## src/adcc_defs.vh

```
/*
  Constants for the converter control block: register offsets, reset values,
  field positions and timing counts. Included by the design files and by the bench.
*/
`ifndef ADCC_DEFS_VH
`define ADCC_DEFS_VH

// ----------------------------------------
// Register byte offsets (APB, word aligned)
// ----------------------------------------
`define ADCC_OFF_MODE    12'h000
`define ADCC_OFF_START   12'h004
`define ADCC_OFF_RES_HI  12'h008
`define ADCC_OFF_RES_LO  12'h00c
`define ADCC_OFF_STBY    12'h010
`define ADCC_OFF_PORT_MODE_REG1    12'h014
`define ADCC_OFF_EDGE    12'h018
`define ADCC_OFF_IRQ     12'h01c
`define ADCC_OFF_IEN     12'h020

// ----------------------------------------
// Reset values
// ----------------------------------------
`define ADCC_MODE_RST    8'h30
`define ADCC_START_RST   8'h7f
`define ADCC_STBY_RST    8'hff

// ----------------------------------------
// Field positions
// ----------------------------------------
`define ADCC_MODE_SPEED  7
`define ADCC_MODE_EXT_TRIGGER_ENABLE   6
`define ADCC_START_FLAG  7
`define ADCC_STBY_ADC    4
`define ADCC_PORT_MODE_REG1_TRIG   4
`define ADCC_EDGE_TRIG   4
`define ADCC_IRQ_DONE    0

// ----------------------------------------
// Timing and encodings
// ----------------------------------------
`define ADCC_SLOW_CYCLES 8'd62
`define ADCC_FAST_CYCLES 8'd31
`define ADCC_SLOW_BIT_CLKS 3'd6
`define ADCC_FAST_BIT_CLKS 3'd3
`define ADCC_RES_BITS    10
`define ADCC_CH_AN1      4'h5

`endif

```

## src/adcc_sar.v

```verilog
/*
  Successive approximation engine: one result bit per step over a conversion
  period of 62 or 31 clocks, six or three clocks per bit. Assumes the trial
  code reaches the comparator through one register and is answered a clock later.
*/
`timescale 1ns/1ps
`default_nettype none
`include "adcc_defs.vh"

module adcc_sar #(
  parameter BITS = `ADCC_RES_BITS
) (
  // Clock and reset
  input wire pclk,
  input wire presetn,
  // Control
  input wire start,
  input wire abort,
  input wire fast,
  // Analog comparator
  input wire cmp_hi,
  output wire [BITS-1:0] dac_code,
  // Result
  output reg done,
  output reg [BITS-1:0] result
);

  localparam [7:0] SLOW = `ADCC_SLOW_CYCLES;
  localparam [7:0] FAST = `ADCC_FAST_CYCLES;
  localparam [2:0] SLOW_BIT = `ADCC_SLOW_BIT_CLKS;
  localparam [2:0] FAST_BIT = `ADCC_FAST_BIT_CLKS;

  reg busy_q;
  reg [7:0] cnt_q;
  reg [2:0] sub_q;
  reg [BITS-1:0] trial_q;
  reg [BITS-1:0] bit_q;
  wire [7:0] period = fast ? FAST : SLOW;
  wire [2:0] sub_last = (fast ? FAST_BIT : SLOW_BIT) - 3'd1;
  // Each step waits for the registered trial code to be compared
  wire step = (sub_q == sub_last) && (bit_q != {BITS{1'b0}});

  assign dac_code = trial_q | bit_q;

  always @(posedge pclk or negedge presetn) begin
    if (!presetn) begin
      busy_q <= 1'b0;
      cnt_q <= 8'h00;
      sub_q <= 3'd0;
      trial_q <= {BITS{1'b0}};
      bit_q <= {BITS{1'b0}};
      done <= 1'b0;
      result <= {BITS{1'b0}};
    end else begin
      done <= 1'b0;
      if (abort) begin
        busy_q <= 1'b0;
      end else if (start && !busy_q) begin
        busy_q <= 1'b1;
        cnt_q <= 8'h00;
        sub_q <= 3'd0;
        trial_q <= {BITS{1'b0}};
        bit_q <= {1'b1, {(BITS-1){1'b0}}};
      end else if (busy_q) begin
        cnt_q <= cnt_q + 8'h01;
        sub_q <= (sub_q == sub_last) ? 3'd0 : sub_q + 3'd1;
        if (step) begin
          if (cmp_hi) trial_q <= trial_q | bit_q;
          bit_q <= bit_q >> 1;
        end
        if (cnt_q == period - 8'h01) begin
          busy_q <= 1'b0;
          done <= 1'b1;
          result <= trial_q;
        end
      end
    end
  end

endmodule // adcc_sar

`default_nettype wire

```

## src/adcc_ctrl.v

```verilog
/*
  Converter control block: APB registers, start flag, external trigger,
  result capture, done interrupt, module standby and low-power hold.
  Assumes one clock, pclk, and an analog core behind the comparator input.
*/
// Chosen here: the address map and the APB slave port.
// Contract
// Standby release bit: 0 puts converter in standby, 1 releases; resets to 1
// Conversion by successive approximation, result is 10 bits
// Writing 1 to start flag starts; flag reads 1 until hardware clears it
// Start flag falling on completion sets the done request bit
// Done interrupt reaches the processor only while its enable bit is 1
// Software clears the start flag before changing speed or channel
// Trigger pin starts only when function select and trigger enable are 1
// Selected edge on trigger pin sets start flag and starts conversion
// Reset sets mode and start registers; result registers keep contents
// Runs in active and sleep; all registers held in low-power modes (APB writes still update the control registers)
// Result loaded in same cycle flag clears, then converter idles
// Software reads results only while start flag reads 0
// Software waits 10 clocks after standby release before starting
// Channel code 0101 routes analog input 1 to the converter
// Writing 0 to the start flag stops a running conversion
// Speed bit selects 62 clocks when 0, 31 clocks when 1
// Upper 8 result bits in high register, lower 2 at top of low
// Clocked by pclk; trigger pin synchronised before edge detection
`timescale 1ns/1ps
`default_nettype none
`include "adcc_defs.vh"

module adcc_ctrl #(
  parameter BITS = `ADCC_RES_BITS
) (
  // APB
  input wire pclk,
  input wire presetn,
  input wire psel,
  input wire penable,
  input wire pwrite,
  input wire [11:0] paddr,
  input wire [31:0] pwdata,
  input wire [3:0] pstrb,
  output reg [31:0] prdata,
  output reg pready,
  output reg pslverr,
  // Power state: high in watch, subactive, subsleep or standby
  input wire low_power,
  // External trigger pin
  input wire ext_trigger_pin,
  // Analog side
  input wire cmp_hi,
  output reg [BITS-1:0] dac_code_q,
  output reg [3:0] channel_select_q,
  output reg analog_input_1_sel_q,
  output reg converter_enable_q,
  // Interrupt
  output reg irq_q
);

  // ----------------------------------------
  // Registers
  // ----------------------------------------
  localparam [7:0] MODE_RST = `ADCC_MODE_RST;
  reg conversion_speed_select_q;
  reg ext_trigger_enable_q;
  reg conversion_start_flag_q;
  reg converter_standby_release_q;
  reg trigger_pin_function_select_q;
  reg trigger_edge_select_q;
  reg conversion_done_request_q;
  reg conversion_done_irq_enable_q;
  reg [BITS-1:0] result_q;
  reg [2:0] trig_sync_q;
  reg trig_last_q;

  // ----------------------------------------
  // APB decode
  // ----------------------------------------
  wire access = psel && penable;
  wire wr = access && pwrite && pstrb[0];
  wire rd = access && !pwrite;
  wire mapped = (paddr[1:0] == 2'b00) && (paddr <= `ADCC_OFF_IEN);
  wire wr_mode = wr && (paddr == `ADCC_OFF_MODE);
  wire wr_start = wr && (paddr == `ADCC_OFF_START);
  wire wr_stby = wr && (paddr == `ADCC_OFF_STBY);
  wire wr_port_mode_reg1 = wr && (paddr == `ADCC_OFF_PORT_MODE_REG1);
  wire wr_edge = wr && (paddr == `ADCC_OFF_EDGE);
  wire wr_irq = wr && (paddr == `ADCC_OFF_IRQ);
  wire wr_ien = wr && (paddr == `ADCC_OFF_IEN);
  wire rd_irq = rd && (paddr == `ADCC_OFF_IRQ);

  // Held in low-power and module standby: only the bus and the trigger synchroniser move
  wire run = !low_power && converter_standby_release_q;

  // ----------------------------------------
  // Trigger synchroniser and edge detect
  // ----------------------------------------
  wire trig_level_ok = (trig_sync_q[2] == trig_sync_q[1]);
  wire trig_level = trig_sync_q[2];
  wire trig_edge = trig_level_ok && (trig_level != trig_last_q) &&
                   (trig_level == trigger_edge_select_q);
  wire trig_start = run && trigger_pin_function_select_q && ext_trigger_enable_q &&
                    trig_edge;

  always @(posedge pclk or negedge presetn) begin
    if (!presetn) begin
      trig_sync_q <= 3'b000;
      trig_last_q <= 1'b0;
    end else begin
      trig_sync_q <= {trig_sync_q[1:0], ext_trigger_pin};
      if (trig_level_ok) trig_last_q <= trig_level;
    end
  end

  // ----------------------------------------
  // Conversion engine
  // ----------------------------------------
  wire sw_start = wr_start && pwdata[`ADCC_START_FLAG];
  wire sw_stop = wr_start && !pwdata[`ADCC_START_FLAG];
  wire go = run && !conversion_start_flag_q && (sw_start || trig_start);
  wire sar_done;
  wire [BITS-1:0] sar_result;
  wire [BITS-1:0] sar_code;
  wire sar_abort = sw_stop || !run;

  adcc_sar #(.BITS(BITS)) u_sar (
    .pclk(pclk),
    .presetn(presetn),
    .start(go),
    .abort(sar_abort),
    .fast(conversion_speed_select_q),
    .cmp_hi(cmp_hi),
    .dac_code(sar_code),
    .done(sar_done),
    .result(sar_result)
  );

  wire finish = sar_done && conversion_start_flag_q && run;

  // ----------------------------------------
  // Control state
  // ----------------------------------------
  always @(posedge pclk or negedge presetn) begin
    if (!presetn) begin
      conversion_speed_select_q <= MODE_RST[`ADCC_MODE_SPEED];
      ext_trigger_enable_q <= 1'b0;
      channel_select_q <= 4'h0;
      conversion_start_flag_q <= 1'b0;
      converter_standby_release_q <= 1'b1;
      trigger_pin_function_select_q <= 1'b0;
      trigger_edge_select_q <= 1'b0;
      conversion_done_irq_enable_q <= 1'b0;
    end else begin
      if (wr_mode) begin
        conversion_speed_select_q <= pwdata[`ADCC_MODE_SPEED];
        ext_trigger_enable_q <= pwdata[`ADCC_MODE_EXT_TRIGGER_ENABLE];
        channel_select_q <= pwdata[3:0];
      end
      if (wr_stby) converter_standby_release_q <= pwdata[`ADCC_STBY_ADC];
      if (wr_port_mode_reg1) trigger_pin_function_select_q <= pwdata[`ADCC_PORT_MODE_REG1_TRIG];
      if (wr_edge) trigger_edge_select_q <= pwdata[`ADCC_EDGE_TRIG];
      if (wr_ien) conversion_done_irq_enable_q <= pwdata[`ADCC_IRQ_DONE];
      if (go) conversion_start_flag_q <= 1'b1;
      else if (sw_stop || finish) conversion_start_flag_q <= 1'b0;
    end
  end

  // Result has no reset: contents survive a system reset
  always @(posedge pclk) begin
    if (finish) result_q <= sar_result;
  end

  // Done request: set beats a clear; a read clears only a bit it returned,
  // so a completion landing between setup and access is not lost
  always @(posedge pclk or negedge presetn) begin
    if (!presetn) begin
      conversion_done_request_q <= 1'b0;
    end else if (finish) begin
      conversion_done_request_q <= 1'b1;
    end else if ((rd_irq && prdata[`ADCC_IRQ_DONE]) || (wr_irq && !pwdata[`ADCC_IRQ_DONE])) begin
      conversion_done_request_q <= 1'b0;
    end
  end

  // ----------------------------------------
  // Outputs and APB answer
  // ----------------------------------------
  reg [31:0] rdata_d;
  always @* begin
    rdata_d = 32'h0000_0000;
    case (paddr)
      `ADCC_OFF_MODE: rdata_d[7:0] = {conversion_speed_select_q, ext_trigger_enable_q,
                                      2'b11, channel_select_q};
      `ADCC_OFF_START: rdata_d[7:0] = {conversion_start_flag_q, 7'h7f};
      `ADCC_OFF_RES_HI: rdata_d[7:0] = result_q[BITS-1:BITS-8];
      `ADCC_OFF_RES_LO: rdata_d[7:0] = {result_q[1:0], 6'h00};
      `ADCC_OFF_STBY: rdata_d[7:0] = `ADCC_STBY_RST & ~(8'h01 << `ADCC_STBY_ADC) |
                                     ({7'h00, converter_standby_release_q} << `ADCC_STBY_ADC);
      `ADCC_OFF_PORT_MODE_REG1: rdata_d[`ADCC_PORT_MODE_REG1_TRIG] = trigger_pin_function_select_q;
      `ADCC_OFF_EDGE: rdata_d[`ADCC_EDGE_TRIG] = trigger_edge_select_q;
      `ADCC_OFF_IRQ: rdata_d[`ADCC_IRQ_DONE] = conversion_done_request_q;
      `ADCC_OFF_IEN: rdata_d[`ADCC_IRQ_DONE] = conversion_done_irq_enable_q;
      default: rdata_d = 32'h0000_0000;
    endcase
  end

  // Zero wait states: pready registered high during the setup cycle
  always @(posedge pclk or negedge presetn) begin
    if (!presetn) begin
      prdata <= 32'h0000_0000;
      pready <= 1'b0;
      pslverr <= 1'b0;
      irq_q <= 1'b0;
      dac_code_q <= {BITS{1'b0}};
      analog_input_1_sel_q <= 1'b0;
      converter_enable_q <= 1'b0;
    end else begin
      pready <= psel && !penable;
      pslverr <= psel && !penable && !mapped;
      prdata <= (psel && !penable && !pwrite) ? rdata_d : 32'h0000_0000;
      irq_q <= conversion_done_request_q && conversion_done_irq_enable_q;
      dac_code_q <= sar_code;
      analog_input_1_sel_q <= (channel_select_q == `ADCC_CH_AN1);
      converter_enable_q <= run;
    end
  end

endmodule // adcc_ctrl

`default_nettype wire

```

## config.mk

```make
export PLATFORM = sky130hd
export DESIGN_NAME = adcc_ctrl
export DESIGN_NICKNAME = d
export VERILOG_FILES = /design/src/adcc_sar.v /design/src/adcc_ctrl.v
export VERILOG_INCLUDE_DIRS = /design/src
export SDC_FILE = /design/constraint.sdc
export NUM_CORES = 1
export LEC_CHECK = 0
export ABC_AREA = 1
export BUFFER_PORTS_ARGS = -buffer_cell sky130_fd_sc_hd__buf_2
export CAP_MARGIN = 40
export CORE_MARGIN = 10
export CORE_UTILIZATION = 49
export DETAILED_ROUTE_END_ITERATION = 10
export PLACE_DENSITY_LB_ADDON = 0.1
export SLEW_MARGIN = 20
export SYNTH_ARGS = -nofsm -noshare
export SYNTH_HDL_FRONTEND = slang
export SYNTH_HIERARCHICAL = 1
export SYNTH_SLANG_ARGS = --single-unit
```

## constraint.sdc

```tcl
create_clock -name pclk -period 1.49 [get_ports pclk]
set_input_delay 0.2235 -clock pclk [delete_from_list [all_inputs] [get_ports pclk]]
set_output_delay 0.2235 -clock pclk [all_outputs]
set_load 0.02 [all_outputs]
```

==> results of run 1 <==
[synth_stat cells (3+ instances only)]
master and number:
a21oi_1 25, a21oi_2 6, buf_2 4, buf_4 26, clkbuf_1 3, dfrtp_1 81
edfxtp_1 10, inv_1 58, inv_2 13, nand2_1 136, nand2_2 8, nand2_4 4
nand3_1 58, nand3_2 4, nand4_1 16, nor2_1 47, nor2_2 8, nor2_4 5
nor3_1 6, o21ai_0 5, o21ai_1 8
[registers in the layout, summed over array words and instances, names as in the netlist, 3 cells and up]
| signal | flops |
|---|---|
| channel_select_q | 4 |
| dac_code_q | 10 |
| prdata | 8 |
| result_q | 10 |
| trig_sync_q | 3 |
| u_sar/bit_q | 10 |
| u_sar/cnt_q | 8 |
| u_sar/result | 10 |
| u_sar/sub_q | 3 |
| u_sar/trial_q | 10 |
[metrics by stage]
stage / setup TNS (ns) / hold slack [ns] / instance area (um2)
final: -6.68 / 0.0847 / 6090
after detailed placement: -13.07 / 0.159 / 5380
after CTS: -5.45 / 0.0705 / 5830
after global routing: -10.54 / 0.0666 / 6090
after global placement: -11.83 / 0.160 / 5380
after floorplan: -5.75 / -0.0721 / 4800
[layout by cell type (no fill, tap or decap), drive strengths merged, types with 2 or more instances in the layout]
master,instances
nor2,62
nand2,148
o31ai,2
conb,24
buf,127
nor3,6
clkinv,5
a21oi,31
edfxtp,10
clkbuf,11
dfrtp,81
inv,72
ha,2
nand4,16
nand3,63
o21ai,15
dlygate4sd3,2
clkinvlp,2
[layout make-up]
class / count / share of cell area (%)
timing repair inverter: 1 / 0.123
multi-input combinational: 375 / 34.6
inverter: 74 / 4.75
sequential: 92 / 38.7
clock buffer: 11 / 2.32
clock inverter: 5 / 0.986
timing repair buffer: 129 / 15.9
tap: 129 / 2.65
[what timing repair did]
| action | CTS | global route |
|---|---|---|
| cloned | 3 | 1 |
| pin swaps | 10 | 8 |
| resized for setup | 31 | 44 |
| hold buffers | 2 | 0 |
| buffers inserted | 13 | 9 |
| endpoints found under the setup margin | 42 | 54 |
| endpoints found under the hold margin | 22 | 0 |
[where the power goes]
group | total, mW | internal [mW] | switching, mW
Clock | 1.71 | 0.828 | 0.882
Combinational | 0.462 | 0.171 | 0.291
Sequential | 2.61 | 2.57 | 0.0357
[routing by layer]
layer	global-route usage, %	vias to the layer above	wire, um
met1	18.6	1890	4540
met4	5.60	0	194
met3	4.28	17	650
li1	-	1975	-
met5	0	-	0
met2	30.4	91	6140
[cells by family (layout without fill, tap and decap cells)]
kind of cell	after synthesis	in the layout
DFF	92	92
buffers and inverters	109	220
xor gates and xnor gates	1	1
adders and majority gates	2	2
AOI/OAI and AO/OA	52	52
and+or+nand+nor	295	296
other	1	24
[critical path: cells and delay by family, from the launching register on]
kind | cells | cell delay, ns
buffers and inverters | 9 | 1.09
DFF | 1 | 0.42
AOI/OAI and AO/OA | 1 | 0.11
and+or+nand+nor | 1 | 0.08
[how the worst max path moves through the flow]
stage / startpoint / depth (start not counted) / end
finish: trig_sync_q[1] / 11 / trig_last_q
global route: trig_sync_q[1] / 13 / u_sar/trial_q[8]
CTS: trig_sync_q[1] / 13 / u_sar/trial_q[8]
detailed placement: paddr[6] / 16 / u_sar/sub_q[2]
global placement: paddr[6] / 17 / u_sar/trial_q[8]
floorplan: paddr[6] / 17 / u_sar/trial_q[2]
==> summary.txt, run 1 <==
Status
  – Outcome: finished with violations
  – Failing checks: negative setup slack

Clocking
  – Root buf cell: clkbuf_8
  – Clock slew at reported path FFs: 0.09 ns
  – Clock Sinks: between 90 and 100
  – Depth of the CTS H-tree: 3
  – CTS tree: built
  – Worst skew pair latency: roughly 0.37 ns
  – Buffer depth of the longest clock path: 2
  – Total CTS buffers: 9

Placed design
  – Routability cong.: between 0.8 and 0.9
  – DP Wirelength: ~8100 um
  – PortBufs: 54
  – Inst Count DP: 772
  – Dpl ws: -0.433 ns

Logic synthesis
  – Synthesized area: 4630 um2
  – Post-synthesis mux area share: 0%
  – Fraction of registers with async set/reset: 89.1%
  – Simple-Gate Fraction of Synth Area: 30.1%
  – Synth Area in Compound Gates: 6.70%
  – Yosys cell types: 38
  – Register area share after synthesis: around 51%
  – Seq cells post-synth: 92
  – Post-Synthesis Cells: between 500 and 600
  – Avg Cell Area, Syn: 8.38 um2
  – Post-synth EDFFs: 10
  – XOR/XNOR Fraction of Synth Area: 0.189%
  – Main combinational cell family by area after synthesis: simple AND/OR/NAND/NOR gates
  – Largest cells by area after synthesis: dfrtp_1, nand2_1, edfxtp_1, nand3_1, inv_1
  – Yosys warning count: 6
  – Top-area cell type share of the netlist area: 43.8%
  – Area leader, netlist: dfrtp_1
  – Post-synthesis adder-cell area fraction: less than 1%
  – Ys flop type: dfrtp_1

Worst setup path
  – Reg-to-Reg Start: trig_sync_q[1]
  – Crit Path Category: reg -> reg
  – FF-to-FF path depth: 11
  – Arrival @ worst endpoint: 2.06 ns
  – CP required: 1.80 ns
  – Critical-path top delay cell: dfrtp_1
  – FF-to-FF End: trig_last_q
  – Most frequent CP cell: buf_4
  – Worst path max stage delay: ~0.42 ns
  – Type of origin of the critical path: flop
  – CP Cell Sequence: nand2_2, buf_4, buf_4, buf_4, buf_4, buf_4, buf_4, buf_4, buf_4, buf_4, a21oi_1
  – Nature of the critical path endpoint: flop
  – CP max FO: 4
  – R2r setup slk: -0.27 ns

Detailed routing
  – WL/cell: 14.1 um
  – Antenna Violating Nets Remaining: 0
  – DR DRC count: 0
  – Starting DRC count in detailed routing: 190
  – Pre-Repair DR Iteration Count: 4
  – Final wirelength: 11500 um
  – DR vias/cell: around 4.9
  – DR vias: between 3000 and 4000

STA
  – Tmin final: 1.76 ns
  – Slack of the critical path: -0.265 ns
  – FMAX: 570 MHz
  – Slew Viols, Final: 0
  – Unrepaired setup endpoints after global routing: true
  – Period utilization: 118%
  – Final hold violation count: 0
  – Final setup vio count: 33
  – Worst clock skew: 0.0128 ns

Worst hold path
  – Hold Path Depth: 3
  – Min-delay src: pwdata[2]
  – Hold WC Path Type: in -> reg
  – Hold EP: channel_select_q[2]

Die
  – Row count: 35
  – Initial core utilization: 50.1%
  – Die Y: 117 um
  – Ports: 107
  – Core area: 9240 um2
  – Die area: 13700 um2
  – Chip Width: approximately 120 um

Power and ir drop
  – VDD IR max: 629 uV
  – Leakage dissipation: 3.24 nW
  – PD cells: roughly 790 nW/um2
  – Tot Pwr: 4.78 mW

Cells and area
  – Multi-input logic area: 2110 um2
  – Final Net Count: 740
  – # diodes: 0
  – Area Overhead vs Synth: 31.5%
  – Post-route insts no fill: 816
  – Layout cells sized above 1: between 30% and 40%
  – Layout fillers: 794
  – Sequential cell area: 2350 um2
  – Fin util: 65.9%

Global route
  – All-Layer GR Usage: 16.8%
  – Largest net degree at the start of global routing: 33
  – Initial antenna violation count: 0
  – Vias in the first global route: 3915
  – First-pass GRT wire length: 18200 um
  – Gr ovfl total: 0

Run
  – Max-cap check violation count: 0
Power figures use the tool's default switching activity.
==> run 2, diff against run 1 <==
==> constraint.sdc (replaced) <==
create_clock -name pclk -period 1.49 [get_ports pclk]
set_input_delay 0.2235 -clock pclk [delete_from_list [all_inputs] [get_ports pclk]]
set_output_delay 0.2235 -clock pclk [all_outputs]
set_load 0.1 [all_outputs]
==> summary.txt, run 2 (synthesis results as in run 1) <==
Worst setup path
  – CP Launch Point: trig_sync_q[1]
  – Type of origin of the critical path: flop
  – CP required: 1.80 ns
  – R2r setup slk: -0.27 ns
  – Family with the most delay on the worst path: buffers and inverters
  – Reg-to-Reg Start: trig_sync_q[1]
  – Critical-path top delay cell: dfrtp_1
  – Most frequent CP cell: buf_4
  – CP max FO: 4
  – Crit Path Category: reg -> reg
  – FF-to-FF End: trig_last_q
  – CP Cell Sequence: nand2_2, buf_4, buf_4, buf_4, buf_4, buf_4, buf_4, buf_4, buf_4, buf_4, a21oi_1
  – Buf+Inv Stages, Crit Path: 9
  – Arrival @ worst endpoint: 2.06 ns
  – FF-to-FF path depth: 11
  – Nature of the critical path endpoint: flop
  – Worst path max stage delay: 0.42 ns

STA
  – Period utilization: 118%
  – Hold WS: 0.0847 ns
  – Tmin final: 1.76 ns
  – Fin Setup TNS: -6.67 ns
  – Slack of the critical path: -0.265 ns
  – Unrepaired setup endpoints after global routing: true
  – FMAX: around 570 MHz
  – Final setup vio count: 33
  – Slew Viols, Final: 0
  – Final hold violation count: 0
  – Worst clock skew: around 0.013 ns

Clocking
  – Total CTS buffers: 9
  – Clock Sinks: 92
  – Root buf cell: clkbuf_8
  – Depth of the CTS H-tree: 3
  – Worst skew pair latency: 0.37 ns
  – CTS tree: built
  – Clock slew at reported path FFs: roughly 0.09 ns
  – Buffer depth of the longest clock path: 2

Detailed routing
  – Antenna Violating Nets Remaining: 0
  – Top Metal Used: met4
  – DR vias/cell: 4.86
  – Starting DRC count in detailed routing: 190
  – DR DRC count: 0
  – Final wirelength: 11500 um
  – Pre-Repair DR Iteration Count: 4
  – DRT met1 WL: 4530 um
  – WL met3: roughly 660 um
  – DR vias: ~4000
  – DR WL met2: 6140 um
  – WL/cell: 14.1 um

Global route
  – First-pass GRT wire length: between 15000 and 20000 um
  – Largest net degree at the start of global routing: 33
  – Gr ovfl total: 0
  – All-Layer GR Usage: 16.8%
  – Vias in the first global route: 3915
  – Initial antenna violation count: 0

Power and ir drop
  – VDD IR max: approximately 630 uV
  – Leakage dissipation: 3.24 nW
  – Tot Pwr: 5.08 mW
  – PD cells: about 830 nW/um2

Die
  – Initial core utilization: 50.1%
  – Chip Width: approximately 120 um
  – Die Y: 117 um
  – Die area: 13700 um2
  – Core area: 9240 um2
  – Row count: 35
  – Ports: 107

Status
  – Outcome: finished with violations
  – Failing checks: negative setup slack

Placed design
  – PortBufs: between 50 and 60
  – DP Wirelength: 8100 um
  – Routability cong.: 0.868

Worst hold path
  – Hold WC Path Type: in -> reg
  – Hold EP: channel_select_q[2]
  – Hold Path Depth: 3
  – Min-delay src: pwdata[2]

Cells and area
  – Most common cell after layout, fill and taps aside: nand2_1
  – Area Overhead vs Synth: 31.7%
  – Final Net Count: 740
  – Fin util: between 60% and 70%
  – Layout cells sized above 1: between 30% and 40%
  – Most frequent cells in the layout: nand2_1, dfrtp_1, buf_4, inv_1, buf_2
  – # diodes: 0

Run
  – Max-cap check violation count: 0
## run 2: cell count changes in the layout (fill, tap and decap cells not counted), sizes merged
cell	delta
buf	-3
clkbuf	+3
## run 2: through the flow
| step | setup WS [ns] | cell area (um2) | cells |
|---|---|---|---|
| 6_report | -0.265 | 6100 | 816 |
| 5_1_grt | -0.394 | 6100 | 816 |
| 4_1_cts | -0.240 | 5830 | 806 |
| 3_5_place_dp | -0.433 | 5380 | 772 |
| 3_3_place_gp | -0.394 | 5380 | 772 |
| 2_1_floorplan | -0.258 | 4800 | 575 |
## run 2: per-layer routing
metal,vias up,GRT usage [%]
met1,1884,18.6
met4,0,5.60
met2,93,30.4
li1,1975,-
met3,17,4.28
met5,-,0
## run 2: what timing repair did
action | 4_1_cts | 5_1_grt
endpoints found under the setup margin | 42 | 57
hold buffers | 2 | 0
buffers inserted | 13 | 9
pin swaps | 10 | 8
hold endpoints to repair | 22 | 0
resized for setup | 31 | 47
gates cloned | 3 | 1
## run 2: power breakdown
group / leakage (nW) / internal [mW] / switching (mW)
sequential: 1.15 / 2.57 / 0.0357
combinational: 1.99 / 0.171 / 0.591
clock: 0.0999 / 0.828 / 0.883
## run 2: layout make-up
cell class | count | area, um2
multi-input combinational | 375 | 2110
inverter | 74 | 289
tap | 129 | 161
timing repair inverter | 1 | 7.51
fill | 793 | 3140
clock inverter | 5 | 60.1
clock buffer | 11 | 141
sequential | 92 | 2350
timing repair buffer | 129 | 975
## run 2: worst max path at each step
| stage | endpoint | slack [ns] | depth (start not counted) |
|---|---|---|---|
| after global placement | u_sar/trial_q[8] | -0.39 | 17 |
| final | trig_last_q | -0.27 | 11 |
| after detailed placement | u_sar/sub_q[2] | -0.43 | 16 |
| after global routing | u_sar/trial_q[8] | -0.39 | 13 |
| after floorplan | u_sar/trial_q[2] | -0.26 | 17 |
| after CTS | u_sar/trial_q[8] | -0.24 | 13 |
## run 2: worst min-delay path, stage by stage
cell and delay, ns:
buf_2 0.07, nand3_1 0.06, nand2_1 0.06
==> run 3, diff against run 2 <==
Settings changed: CORE_UTILIZATION 49 to 45.
Clock period 1.49 ns to 1.5 ns, I/O delays scaled along.
==> summary.txt, run 3 (synthesis results as in run 1) <==
Worst setup path
  – CP max FO: 4
  – CP required: 1.81 ns
  – Type of origin of the critical path: flop
  – FF-to-FF path depth: 13
  – R2r setup slk: -0.23 ns
  – Arrival @ worst endpoint: 2.03 ns
  – Reg-to-Reg Start: trig_sync_q[1]
  – Nature of the critical path endpoint: flop
  – Crit Path Category: reg -> reg
  – FF-to-FF End: u_sar/trial_q[8]

Detailed routing
  – Final wirelength: between 10000 and 15000 um
  – DRT met1 WL: roughly 4600 um
  – WL met3: 685 um
  – Top Metal Used: met4
  – Antenna Violating Nets Remaining: 0
  – WL/cell: 13.6 um
  – DR DRC count: 0
  – DR WL met2: roughly 5500 um
  – Pre-Repair DR Iteration Count: 5
  – DR vias: 3839
  – Starting DRC count in detailed routing: 238
  – DR vias/cell: 4.79

Clocking
  – Buffer depth of the longest clock path: 2
  – Total CTS buffers: 9
  – Root buf cell: clkbuf_8
  – Clock slew at reported path FFs: 0.10 ns
  – Worst skew pair latency: 0.37 ns
  – Depth of the CTS H-tree: 3
  – Clock Sinks: 92
  – CTS tree: built

Cells and area
  – Layout cells sized above 1: approximately a third
  – Area Overhead vs Synth: 27.3%
  – Final Net Count: 722
  – Most common cell after layout, fill and taps aside: nand2_1
  – Layout fillers: 860
  – Most frequent cells in the layout: nand2_1, dfrtp_1, inv_1, buf_2
  – # diodes: 0

Die
  – Ports: 107
  – Die Y: between 100 and 150 um
  – Chip Width: 121 um
  – Row count: 36
  – Initial core utilization: 46.7%
  – Core area: 9910 um2
  – Die area: 14700 um2

STA
  – Final setup vio count: 32
  – Period utilization: 115%
  – Slew Viols, Final: 0
  – Fin Setup TNS: -5.98 ns
  – Slack of the critical path: -0.229 ns
  – Tmin final: 1.73 ns
  – Hold WS: about 0.094 ns
  – Unrepaired setup endpoints after global routing: true
  – Final hold violation count: 0
  – Worst clock skew: between 0.015 and 0.02 ns
  – FMAX: just under 600 MHz

Placed design
  – Dpl ws: -0.409 ns
  – Routability cong.: approximately 0.85
  – PortBufs: 54
  – DP Wirelength: slightly above 8000 um

Worst hold path
  – Hold EP: ext_trigger_enable_q
  – Hold WC Path Type: in -> reg
  – Hold Path Depth: 3
  – Min-delay src: pwdata[6]

Power and ir drop
  – Leakage dissipation: around 3.2 nW
  – VDD IR max: 755 uV
  – PD cells: 908 nW/um2
  – Tot Pwr: about 5.4 mW

Global route
  – Initial antenna violation count: 0
  – All-Layer GR Usage: 14.6%
  – First-pass GRT wire length: 17800 um
  – Gr ovfl total: 0
  – Vias in the first global route: roughly 3800
  – Largest net degree at the start of global routing: 28

Run
  – Max-cap check violation count: 0

Status
  – Outcome: finished with violations
  – Failing checks: negative setup slack
run 3: how the worst max path moves through the flow:
stage | start | endpoint | slack (ns)
after floorplan | paddr[6] | u_sar/trial_q[2] | -0.25
after global placement | paddr[6] | u_sar/cnt_q[4] | -0.40
after detailed placement | paddr[6] | u_sar/trial_q[5] | -0.41
after CTS | trig_sync_q[1] | u_sar/trial_q[0] | -0.23
after global routing | trig_sync_q[1] | u_sar/trial_q[8] | -0.42
final | trig_sync_q[1] | u_sar/trial_q[8] | -0.23
run 3: repair_timing:
action	CTS	global route
setup endpoints to repair	42	53
buffers inserted	2	3
hold endpoints to repair	24	0
pin swaps	3	22
gates resized for setup	16	28
gates cloned	0	3
hold buffers	2	0
run 3: cell type report:
class                      instances  area, um2  share of cell area [%]
inverter                          74        279                    4.74
tap                              133        166                    2.82
clock inverter                     5        108                    1.83
clock buffer                      11        141                    2.40
timing repair buffer             111        795                    13.5
sequential                        92       2360                    40.0
multi-input combinational        376       2050                    34.7
run 3: critical path, cell delays in order, from the launching register on:
cell and delay [ns]:
dfrtp_1 0.41, nand2_2 0.08, nor3_2 0.14, o211ai_1 0.12, nand2_1 0.09, nand2_2 0.06, inv_2 0.09, o21ai_4 0.07
nor2_2 0.12, nand3_2 0.14, buf_6 0.17, nor2_4 0.07, nand2_1 0.05, nand2_1 0.05
run 3: metrics by stage:
stage	instances	utilization, %	instance area [um2]
2_1_floorplan	575	-	4800
3_3_place_gp	778	54.5	5400
3_5_place_dp	778	54.5	5400
4_1_cts	797	58.0	5740
5_1_grt	802	59.5	5890
6_report	802	59.5	5890
run 3: power by group:
part | switching, mW | internal (mW) | total (mW)
clock network | 0.879 | 1.16 | 2.04
registers | 0.0329 | 2.55 | 2.59
logic | 0.575 | 0.146 | 0.721
total | 1.49 | 3.86 | 5.35
run 3: per-layer routing:
layer / GRT usage, % / vias up
met2: 25.4 / 105
met4: 4.25 / 0
met5: 0 / -
met3: 4.23 / 13
met1: 17.0 / 1776
li1: - / 1945
